$ cat src/design/gpc_cfg.svh
// Purpose: Address map, fields and reset values of the GPIO port
// Assumes: 32-bit AXI4-Lite register bus, byte addresses
// Notes:   Shared by package and design
`ifndef GPC_CFG_SVH
`define GPC_CFG_SVH

// ==========================================================
// Register byte offsets
`define GPC_OFS_DIR_OUT      12'h000
`define GPC_OFS_IN_LEVEL     12'h004
`define GPC_OFS_WR_GUARD     12'h008
`define GPC_OFS_PFS_BASE     12'h040
`define GPC_PFS_STRIDE_LOG2  2
`define GPC_ADDR_W           12

// ==========================================================
// Port control direction/output word: direction low half, latch high half
`define GPC_DIR_LSB          0
`define GPC_OLAT_LSB         16

// ==========================================================
// Pin function select fields
`define GPC_PFS_OLAT         0
`define GPC_PFS_INPUT        1
`define GPC_PFS_DIR          2
`define GPC_PFS_PULLUP       4
`define GPC_PFS_OPEN_DRAIN   6
`define GPC_PFS_DRIVE_LSB    10
`define GPC_PFS_ANALOG       15
`define GPC_PFS_IRQ          14
`define GPC_PFS_MODE         16
`define GPC_PFS_PSEL_LSB     24
`define GPC_PSEL_W           5

// ==========================================================
// Write guard and reset values
`define GPC_GUARD_ENABLE     0
`define GPC_RST_BIT          1'b0
`define GPC_RST_DRIVE        2'b00
`define GPC_RST_PSEL         5'h00

// ==========================================================
// Bus responses
`define GPC_RESP_OKAY        2'b00
`define GPC_RESP_SLVERR      2'b10

`endif

$ cat src/design/gpc_pkg.sv
// Purpose: Types shared by the GPIO pin configuration port
// Assumes: Constants from gpc_cfg.svh
// Notes:   Types only, no logic
`include "gpc_cfg.svh"

package gpc_pkg;

    // Drive strength codes; the code between middle and high is not legal
    typedef enum logic [1:0] {
        GPC_DRIVE_LOW  = 2'b00,
        GPC_DRIVE_MID  = 2'b01,
        GPC_DRIVE_BAD  = 2'b10,
        GPC_DRIVE_HIGH = 2'b11
    } gpc_drive_t;

    typedef logic [`GPC_ADDR_W-1:0] gpc_addr_t;

endpackage : gpc_pkg

$ cat src/design/gpc_sync.sv
// Purpose: Two-flop synchroniser for the pin input levels
// Assumes: Inputs are asynchronous to aclk
// Notes:   First stage feeds only the second stage
`timescale 1ns/1ps

module gpc_sync
    import gpc_pkg::*;
#(
    parameter int WIDTH = 16
) (
    // Clock and reset
    input  wire logic             aclk,
    input  wire logic             aresetn,
    // Data
    input  wire logic [WIDTH-1:0] async_in,
    output logic      [WIDTH-1:0] sync_out
);

    logic [WIDTH-1:0] meta_reg;

    always_ff @(posedge aclk) begin
        if (!aresetn) begin
            meta_reg <= '0;
            sync_out <= '0;
        end else begin
            meta_reg <= async_in;
            sync_out <= meta_reg;
        end
    end

endmodule : gpc_sync

$ cat src/design/gpc_axil_slave.sv
// Purpose: AXI4-Lite handshake engine for the GPIO port registers
// Assumes: One write and one read under way at a time
// Notes:   wr_go and rd_go are one-cycle pulses
`timescale 1ns/1ps
`include "gpc_cfg.svh"

module gpc_axil_slave
    import gpc_pkg::*;
(
    // Clock and reset
    input  wire logic        aclk,
    input  wire logic        aresetn,
    // Write address and data
    input  wire logic        awvalid,
    output logic             awready,
    input  wire logic [31:0] awaddr,
    input  wire logic        wvalid,
    output logic             wready,
    input  wire logic [31:0] wdata,
    input  wire logic [3:0]  wstrb,
    // Write response
    output logic             bvalid,
    input  wire logic        bready,
    output logic [1:0]       bresp,
    // Read address and data
    input  wire logic        arvalid,
    output logic             arready,
    input  wire logic [31:0] araddr,
    output logic             rvalid,
    input  wire logic        rready,
    output logic [31:0]      rdata,
    output logic [1:0]       rresp,
    // Register file side
    output logic             wr_go,
    output gpc_addr_t        wr_addr,
    output logic [31:0]      wr_data,
    output logic [3:0]       wr_strb,
    input  wire logic        wr_err,
    output logic             rd_go,
    output gpc_addr_t        rd_addr,
    input  wire logic [31:0] rd_data,
    input  wire logic        rd_err
);

    assign wr_go = !awready && !wready && !bvalid;
    assign rd_go = !arready && !rvalid;

    // ==========================================================
    // Write channels: address and data taken in either order
    always_ff @(posedge aclk) begin
        if (!aresetn) begin
            awready <= 1'b1;
            wready  <= 1'b1;
            bvalid  <= 1'b0;
            bresp   <= `GPC_RESP_OKAY;
            wr_addr <= '0;
            wr_data <= '0;
            wr_strb <= '0;
        end else begin
            if (awvalid && awready) begin
                awready <= 1'b0;
                wr_addr <= awaddr[`GPC_ADDR_W-1:0];
            end
            if (wvalid && wready) begin
                wready  <= 1'b0;
                wr_data <= wdata;
                wr_strb <= wstrb;
            end
            if (wr_go) begin
                bvalid <= 1'b1;
                bresp  <= wr_err ? `GPC_RESP_SLVERR : `GPC_RESP_OKAY;
            end
            if (bvalid && bready) begin
                bvalid  <= 1'b0;
                awready <= 1'b1;
                wready  <= 1'b1;
            end
        end
    end

    // ==========================================================
    // Read channels
    always_ff @(posedge aclk) begin
        if (!aresetn) begin
            arready <= 1'b1;
            rvalid  <= 1'b0;
            rdata   <= '0;
            rresp   <= `GPC_RESP_OKAY;
            rd_addr <= '0;
        end else begin
            if (arvalid && arready) begin
                arready <= 1'b0;
                rd_addr <= araddr[`GPC_ADDR_W-1:0];
            end
            if (rd_go) begin
                rvalid <= 1'b1;
                rdata  <= rd_data;
                rresp  <= rd_err ? `GPC_RESP_SLVERR : `GPC_RESP_OKAY;
            end
            if (rvalid && rready) begin
                rvalid  <= 1'b0;
                arready <= 1'b1;
            end
        end
    end

endmodule : gpc_axil_slave

$ cat src/design/gpc_port.sv
// Purpose: One GPIO port with per-pin function select
// Assumes: All inputs on aclk except pin_in
// Notes:   Pin outputs are registered, one cycle after the configuration changes
//
// Functional notes
// - Direction bit: one output, zero input, resets to input, readable.
// - Reading output data returns the latch, never the pin level.
// - Input-level register is read-only and shows sampled pin levels.
// - Mode bit resets to GPIO; one hands pin to selected peripheral.
// - All pull-up enables clear at reset.
// - Pull-up forced off for external bus, GPIO output, peripheral output.
// - Push-pull by default; open-drain bit one selects open-drain output.
// - Drive codes: 00 low, 01 middle, 11 high; 10 is refused.
// - All drive strength fields clear to low drive at reset.
// - Drive selection on ports 1 to 9; high drive only on one variant.
// - Each pin owns a function select register with mode, selection, irq, analog.
// - Function select registers are write-guarded after reset until enabled.
//
// The AXI4-Lite slave port and the placing of the registers are this design's own decisions.
`timescale 1ns/1ps
`include "gpc_cfg.svh"

module gpc_port
    import gpc_pkg::*;
#(
    parameter int NUM_PINS   = 16,
    parameter int PORT_NUM   = 1,
    parameter bit HIGH_DRIVE = 1'b1
) (
    // Clock and reset
    input  wire logic                         aclk,
    input  wire logic                         aresetn,
    // AXI4-Lite write address and data
    input  wire logic                         s_axi_awvalid,
    output logic                              s_axi_awready,
    input  wire logic [31:0]                  s_axi_awaddr,
    input  wire logic                         s_axi_wvalid,
    output logic                              s_axi_wready,
    input  wire logic [31:0]                  s_axi_wdata,
    input  wire logic [3:0]                   s_axi_wstrb,
    // AXI4-Lite write response
    output logic                              s_axi_bvalid,
    input  wire logic                         s_axi_bready,
    output logic [1:0]                        s_axi_bresp,
    // AXI4-Lite read
    input  wire logic                         s_axi_arvalid,
    output logic                              s_axi_arready,
    input  wire logic [31:0]                  s_axi_araddr,
    output logic                              s_axi_rvalid,
    input  wire logic                         s_axi_rready,
    output logic [31:0]                       s_axi_rdata,
    output logic [1:0]                        s_axi_rresp,
    // Pads
    input  wire logic [NUM_PINS-1:0]          pin_in,
    output logic      [NUM_PINS-1:0]          pin_out,
    output logic      [NUM_PINS-1:0]          pin_oe,
    output logic      [NUM_PINS-1:0]          pullup_on,
    output logic      [2*NUM_PINS-1:0]        drive_strength,
    // Peripheral side
    input  wire logic [NUM_PINS-1:0]          periph_out,
    input  wire logic [NUM_PINS-1:0]          periph_oe,
    input  wire logic [NUM_PINS-1:0]          ext_bus_pin,
    output logic      [NUM_PINS-1:0]          periph_in,
    output logic      [`GPC_PSEL_W*NUM_PINS-1:0] periph_sel,
    output logic      [NUM_PINS-1:0]          irq_in_en,
    output logic      [NUM_PINS-1:0]          analog_en
);

    // ==========================================================
    // Register storage
    logic [NUM_PINS-1:0]    dir_reg;
    logic [NUM_PINS-1:0]    olat_reg;
    logic [NUM_PINS-1:0]    mode_reg;
    logic [NUM_PINS-1:0]    pull_reg;
    logic [NUM_PINS-1:0]    od_reg;
    logic [NUM_PINS-1:0]    irq_reg;
    logic [NUM_PINS-1:0]    ana_reg;
    logic [1:0]             drive_reg [NUM_PINS];
    logic [`GPC_PSEL_W-1:0] psel_reg  [NUM_PINS];
    logic                   guard_reg;

    // Bus engine wiring
    logic        wr_go;
    gpc_addr_t   wr_addr;
    logic [31:0] wr_data;
    logic [3:0]  wr_strb;
    logic        wr_err;
    logic        rd_go;
    gpc_addr_t   rd_addr;
    logic [31:0] rd_data;
    logic        rd_err;
    logic [NUM_PINS-1:0] pin_sync;

    // Drive selection exists only on the middle ports
    localparam bit HAS_DRIVE = (PORT_NUM >= 1) && (PORT_NUM <= 9);
    localparam bit HAS_PULL  = (PORT_NUM >= 0) && (PORT_NUM <= 9);

    // ==========================================================
    // Helpers
    function automatic logic [31:0] strb_mask(input logic [3:0] strb);
        logic [31:0] m;
        m = '0;
        for (int b = 0; b < 4; b++) begin
            m[b*8 +: 8] = {8{strb[b]}};
        end
        return m;
    endfunction : strb_mask

    // Pin index of a function select address, or -1 when outside the block
    function automatic int pfs_index(input gpc_addr_t a);
        int idx;
        idx = -1;
        if (a >= `GPC_OFS_PFS_BASE &&
            a < gpc_addr_t'(`GPC_OFS_PFS_BASE + (NUM_PINS << `GPC_PFS_STRIDE_LOG2)) &&
            a[1:0] == 2'b00) begin
            idx = int'((a - `GPC_OFS_PFS_BASE) >> `GPC_PFS_STRIDE_LOG2);
        end
        return idx;
    endfunction : pfs_index

    function automatic logic addr_mapped(input gpc_addr_t a);
        return (a == `GPC_OFS_DIR_OUT) || (a == `GPC_OFS_IN_LEVEL) ||
               (a == `GPC_OFS_WR_GUARD) || (pfs_index(a) >= 0);
    endfunction : addr_mapped

    // Refuse the illegal code, and high drive on the variant without it
    function automatic logic drive_legal(input logic [1:0] code);
        return (code != GPC_DRIVE_BAD) && (HIGH_DRIVE || code != GPC_DRIVE_HIGH);
    endfunction : drive_legal

    // ==========================================================
    // Bus engine and input synchroniser
    gpc_axil_slave u_axil (
        .aclk    (aclk),
        .aresetn (aresetn),
        .awvalid (s_axi_awvalid),
        .awready (s_axi_awready),
        .awaddr  (s_axi_awaddr),
        .wvalid  (s_axi_wvalid),
        .wready  (s_axi_wready),
        .wdata   (s_axi_wdata),
        .wstrb   (s_axi_wstrb),
        .bvalid  (s_axi_bvalid),
        .bready  (s_axi_bready),
        .bresp   (s_axi_bresp),
        .arvalid (s_axi_arvalid),
        .arready (s_axi_arready),
        .araddr  (s_axi_araddr),
        .rvalid  (s_axi_rvalid),
        .rready  (s_axi_rready),
        .rdata   (s_axi_rdata),
        .rresp   (s_axi_rresp),
        .wr_go   (wr_go),
        .wr_addr (wr_addr),
        .wr_data (wr_data),
        .wr_strb (wr_strb),
        .wr_err  (wr_err),
        .rd_go   (rd_go),
        .rd_addr (rd_addr),
        .rd_data (rd_data),
        .rd_err  (rd_err)
    );

    gpc_sync #(
        .WIDTH (NUM_PINS)
    ) u_sync (
        .aclk     (aclk),
        .aresetn  (aresetn),
        .async_in (pin_in),
        .sync_out (pin_sync)
    );

    assign wr_err = !addr_mapped(wr_addr);
    assign rd_err = !addr_mapped(rd_addr);

    // ==========================================================
    // Write guard for the function select registers
    always_ff @(posedge aclk) begin
        if (!aresetn) begin
            guard_reg <= `GPC_RST_BIT;
        end else if (wr_go && wr_addr == `GPC_OFS_WR_GUARD && wr_strb[0]) begin
            guard_reg <= wr_data[`GPC_GUARD_ENABLE];
        end
    end

    // ==========================================================
    // Direction and output latch, shared by both register paths
    always_ff @(posedge aclk) begin
        if (!aresetn) begin
            dir_reg  <= '0;
            olat_reg <= '0;
        end else if (wr_go) begin
            if (wr_addr == `GPC_OFS_DIR_OUT) begin
                for (int p = 0; p < NUM_PINS; p++) begin
                    if (strb_mask(wr_strb)[`GPC_DIR_LSB + p]) begin
                        dir_reg[p] <= wr_data[`GPC_DIR_LSB + p];
                    end
                    if (strb_mask(wr_strb)[`GPC_OLAT_LSB + p]) begin
                        olat_reg[p] <= wr_data[`GPC_OLAT_LSB + p];
                    end
                end
            end else if (pfs_index(wr_addr) >= 0 && guard_reg) begin
                if (wr_strb[0]) begin
                    dir_reg[pfs_index(wr_addr)]  <= wr_data[`GPC_PFS_DIR];
                    olat_reg[pfs_index(wr_addr)] <= wr_data[`GPC_PFS_OLAT];
                end
            end
        end
    end

    // ==========================================================
    // Per-pin function select fields
    always_ff @(posedge aclk) begin
        if (!aresetn) begin
            mode_reg <= '0;
            pull_reg <= '0;
            od_reg   <= '0;
            irq_reg  <= '0;
            ana_reg  <= '0;
            for (int p = 0; p < NUM_PINS; p++) begin
                drive_reg[p] <= `GPC_RST_DRIVE;
                psel_reg[p]  <= `GPC_RST_PSEL;
            end
        end else if (wr_go && guard_reg && pfs_index(wr_addr) >= 0) begin
            if (wr_strb[0]) begin
                pull_reg[pfs_index(wr_addr)] <= HAS_PULL && wr_data[`GPC_PFS_PULLUP];
                od_reg[pfs_index(wr_addr)]   <= wr_data[`GPC_PFS_OPEN_DRAIN];
            end
            if (wr_strb[1]) begin
                if (HAS_DRIVE && drive_legal(wr_data[`GPC_PFS_DRIVE_LSB +: 2])) begin
                    drive_reg[pfs_index(wr_addr)] <= wr_data[`GPC_PFS_DRIVE_LSB +: 2];
                end
                irq_reg[pfs_index(wr_addr)] <= wr_data[`GPC_PFS_IRQ];
                ana_reg[pfs_index(wr_addr)] <= wr_data[`GPC_PFS_ANALOG];
            end
            if (wr_strb[2]) begin
                mode_reg[pfs_index(wr_addr)] <= wr_data[`GPC_PFS_MODE];
            end
            if (wr_strb[3]) begin
                psel_reg[pfs_index(wr_addr)] <= wr_data[`GPC_PFS_PSEL_LSB +: `GPC_PSEL_W];
            end
        end
    end

    // ==========================================================
    // Read multiplexer
    always_comb begin
        int idx;
        idx     = pfs_index(rd_addr);
        rd_data = '0;
        if (rd_addr == `GPC_OFS_DIR_OUT) begin
            rd_data[`GPC_DIR_LSB +: NUM_PINS]  = dir_reg;
            rd_data[`GPC_OLAT_LSB +: NUM_PINS] = olat_reg;
        end else if (rd_addr == `GPC_OFS_IN_LEVEL) begin
            rd_data[NUM_PINS-1:0] = pin_sync;
        end else if (rd_addr == `GPC_OFS_WR_GUARD) begin
            rd_data[`GPC_GUARD_ENABLE] = guard_reg;
        end else if (idx >= 0) begin
            rd_data[`GPC_PFS_OLAT]        = olat_reg[idx];
            rd_data[`GPC_PFS_INPUT]       = pin_sync[idx];
            rd_data[`GPC_PFS_DIR]         = dir_reg[idx];
            rd_data[`GPC_PFS_PULLUP]      = pull_reg[idx];
            rd_data[`GPC_PFS_OPEN_DRAIN]  = od_reg[idx];
            rd_data[`GPC_PFS_DRIVE_LSB +: 2] = drive_reg[idx];
            rd_data[`GPC_PFS_IRQ]         = irq_reg[idx];
            rd_data[`GPC_PFS_ANALOG]      = ana_reg[idx];
            rd_data[`GPC_PFS_MODE]        = mode_reg[idx];
            rd_data[`GPC_PFS_PSEL_LSB +: `GPC_PSEL_W] = psel_reg[idx];
        end
    end

    // ==========================================================
    // Pad drive; registered so every pad output is glitch-free
    always_ff @(posedge aclk) begin
        if (!aresetn) begin
            pin_out        <= '0;
            pin_oe         <= '0;
            pullup_on      <= '0;
            drive_strength <= '0;
        end else begin
            for (int p = 0; p < NUM_PINS; p++) begin
                logic drv_val;
                logic drv_en;
                drv_val = mode_reg[p] ? periph_out[p] : olat_reg[p];
                drv_en  = mode_reg[p] ? periph_oe[p]  : dir_reg[p];
                // Open drain only ever pulls low; a high is left to the board, as the pull-up is off while drv_en is set
                pin_out[p] <= od_reg[p] ? 1'b0 : drv_val;
                pin_oe[p]  <= drv_en && !(od_reg[p] && drv_val);
                pullup_on[p] <= pull_reg[p] && !drv_en && !ext_bus_pin[p];
                drive_strength[2*p +: 2] <= drive_reg[p];
            end
        end
    end

    // ==========================================================
    // Peripheral side
    always_ff @(posedge aclk) begin
        if (!aresetn) begin
            periph_in  <= '0;
            periph_sel <= '0;
            irq_in_en  <= '0;
            analog_en  <= '0;
        end else begin
            for (int p = 0; p < NUM_PINS; p++) begin
                // Peripheral sees the pin only once handed over, so no stray edges
                periph_in[p] <= mode_reg[p] && pin_sync[p];
                periph_sel[`GPC_PSEL_W*p +: `GPC_PSEL_W] <= psel_reg[p];
            end
            irq_in_en <= irq_reg;
            analog_en <= ana_reg;
        end
    end

endmodule : gpc_port

$ cat config.mk
export PLATFORM = sky130hd
export DESIGN_NAME = gpc_port
export DESIGN_NICKNAME = d
export VERILOG_FILES = /design/src/design/gpc_pkg.sv /design/src/design/gpc_sync.sv /design/src/design/gpc_axil_slave.sv /design/src/design/gpc_port.sv
export VERILOG_INCLUDE_DIRS = /design/src /design/src/design
export SDC_FILE = /design/constraint.sdc
export NUM_CORES = 1
export LEC_CHECK = 0
export ABC_AREA = 1
export BUFFER_PORTS_ARGS = -buffer_cell sky130_fd_sc_hd__buf_2
export CORE_MARGIN = 2
export CORE_UTILIZATION = 49
export CTS_CLUSTER_DIAMETER = 50
export CTS_CLUSTER_SIZE = 8
export DETAILED_ROUTE_END_ITERATION = 10
export PLACE_DENSITY = 0.77
export SKIP_CTS_REPAIR_TIMING = 1
export SLEW_MARGIN = 20
export SYNTH_ARGS = -nofsm -noshare
export SYNTH_HDL_FRONTEND = slang
export SYNTH_SLANG_ARGS = --single-unit
$ cat constraint.sdc
create_clock -name aclk -period 8.2 [get_ports aclk]
set_input_delay 0.41 -clock aclk [delete_from_list [all_inputs] [get_ports aclk]]
set_output_delay 0.41 -clock aclk [all_outputs]
set_load 0.01 [all_outputs]
==> reports/summary.txt <==
Final nets - 3298
Hold slack - -10.5 ps
Mapped cell area - 22500 µm²
Width of the die - 218 µm
P&R area growth vs syn - 20.7%
Via Count - 21112
Worst-Margin Slew - 1350 ps
Final TNS setup - 0 ps
Hold Path End - u_sync.meta_reg[11]
Hold path start - pin_in[11]
H-tree levels - 3
Sequential fraction of the synthesis area - 55.1%
Die H - 218 µm
Status - finished with violations
Grt ovf - 0
Synth top area cells - dfxtp_1 40%, edfxtp_1 15%, nand2_1 10%, inv_1 5.9%, o21ai_0 4.6%
Starting Density - 49.6%
Worst Path Required - 8640 ps
Post-synth EDFFs - 112
Synth Flop Type - dfxtp_1
DRC - 0
Final min period - 4190 ps
Slew Viols, Final - 0
Fraction of layout cells with a size suffix above 1 - 17.5%
Reg clk slew, reported paths - 50 ps
DR WL/cell - 20.6 µm
R2r setup slk - 4010 ps
Area leader, netlist - dfxtp_1
TritonCTS Buffers - 83
Ys Warns - 0
Seq cells post-synth - 564
Top cell type's share of synthesized area - 40.2%
Antenna-violating nets left - 0
Failing checks - hold timing
# IOs - 420
Clk Latency, worst-skew pair - 610 ps
Final Cycle Share - 51.1%
Vias in the first global route - 19687
Worst hold path type - in -> reg
Max cap viols - 0
Top-count cell post-synth - nand2_1
Most frequent cells after synthesis - 611 x nand2_1, 452 x dfxtp_1, 353 x inv_1
Clk sinks - 564
DR pass1 iterations - 6
Hold path depth - 3
Number of library cell types mapped by synthesis - 49
First-pass GRT wire length - 113 mm
GRT Total Usage - 31.4%
Largest net degree at the start of global routing - 268
WS Path Type - reg -> reg
Worst EP arrival - 4630 ps
CTS tree - yes
Fin. Hold Viols - 2
# setup viols final - 0
RR Endpoint - u_axil.rdata[0]
Core Box Area - 45400 µm²
DIE AREA - 47700 µm²
Avg Inst Size Synth - 8.12 µm²
RSZ-0062 raised after global routing - false
PD cells - 240 nW/µm²
DRT Wirelength - 77.3 mm
Max rail drop VDD - 0.157 mV
Lkg Pwr - 12.8 nW
Initial antenna violation count - 1
Place WS - 4170 ps
Via density - 5.62
Fmax - 238 MHz
Worst relative slew slack - 10.3%
Site Rows - 78
Startpoint Class - flip-flop
Detail Placement HPWL - 54.0 mm
Starting DRT DRC Count - 2579
Register-to-Register Path Depth - 11
CTS root buf - clkbuf_16
Synth async-reset ratio - 0%
CP Max Fanout - 38
Crit path capture type - flip-flop
RR Startpoint - u_axil.rd_addr[4]
Fin worst setup slack - 4010 ps
Placer's final routability congestion estimate - 0.937
Max Root-Sink Buffers - 3
Buffers on Ports - 377
Synth Instances - 2774
Clk_skew - 28.9 ps
[area by class of cell]
| type | count | area, µm² |
|---|---|---|
| antenna | 2 | 5.00 |
| clock buffer | 110 | 2230 |
| clock inverter | 6 | 52.6 |
| fill | 3915 | 18200 |
| inverter | 371 | 1400 |
| multi-input combinational | 1692 | 8110 |
| sequential | 564 | 12400 |
| tap | 600 | 751 |
| timing repair buffer | 411 | 2210 |
[worst max-delay path, cell delays in order (launching register included)]
cell     delay (ps)
dfxtp_1         520
inv_1           680
nand3_1         630
buf_4           530
inv_2           790
nand3_1         170
nand3_1         120
nand3_1          90
nand3_1         140
nand4_1          90
nand2_1         160
a21oi_1          80
[worst max path at each step]
stage                           start              end  slack, ps  cells past startpoint
detailed placement  u_axil.rd_addr[4]  u_axil.rdata[0]       4170                     11
floorplan           u_axil.wr_addr[0]       ana_reg[1]       5550                     11
global route        u_axil.rd_addr[4]  u_axil.rdata[0]       3830                     11
finish              u_axil.rd_addr[4]  u_axil.rdata[0]       4010                     11
global placement    u_axil.rd_addr[4]  u_axil.rdata[0]       4240                     11
CTS                 u_axil.rd_addr[4]  u_axil.rdata[0]       4160                     11
[routing by layer]
layer	routed length (µm)	track usage (%)
met4	4200	16.6
met1	30200	41.9
met3	8840	6.51
met2	34100	47.8
met5	0	0
[placed cells by master (no fill, tap or decap), types with 12 or more instances in the layout]
cell	instances
o211ai_1	48
nand3_1	179
clkbuf_1	24
o21ai_1	15
clkbuf_16	85
inv_1	351
clkinv_1	12
o21ai_0	209
buf_2	376
o21a_1	14
edfxtp_1	112
buf_4	15
dfxtp_1	452
nor2_1	247
a211oi_1	12
nor3_1	47
a21oi_1	176
nand2_1	610
o22ai_1	21
dlygate4sd3_1	18
[metrics by stage]
stage,hold slack [ps],util (%),cells,cell area [µm²],power [mW]
after floorplan,390,-,2775,22500,3.32
after global placement,399,54.4,3620,24700,3.50
after detailed placement,403,54.4,3620,24700,3.52
after CTS,-58.6,59.5,3736,27000,6.52
after global routing,7.52,59.9,3755,27200,6.72
final,-10.5,59.9,3756,27200,6.53
[logic make-up after synthesis]
logic type / count (synthesis) / synth area share, %
AND/OR/NAND/NOR: 1151 / 22.0
multiplexers: 11 / 0.489
flip-flops: 564 / 55.1
buffers and inverters: 519 / 9.03
AO/OA/AOI/OAI: 524 / 13.1
other: 1 / 0.0167
adder cells (fa/ha/maj): 4 / 0.222
[where the power goes]
group          switching (mW)  internal [mW]  total, mW  leakage [nW]
logic                   0.362          0.146      0.508          6.82
clock network            1.17           1.87       3.04          1.11
registers              0.0643           2.92       2.98          4.85
Power figures use the tool's default switching activity.
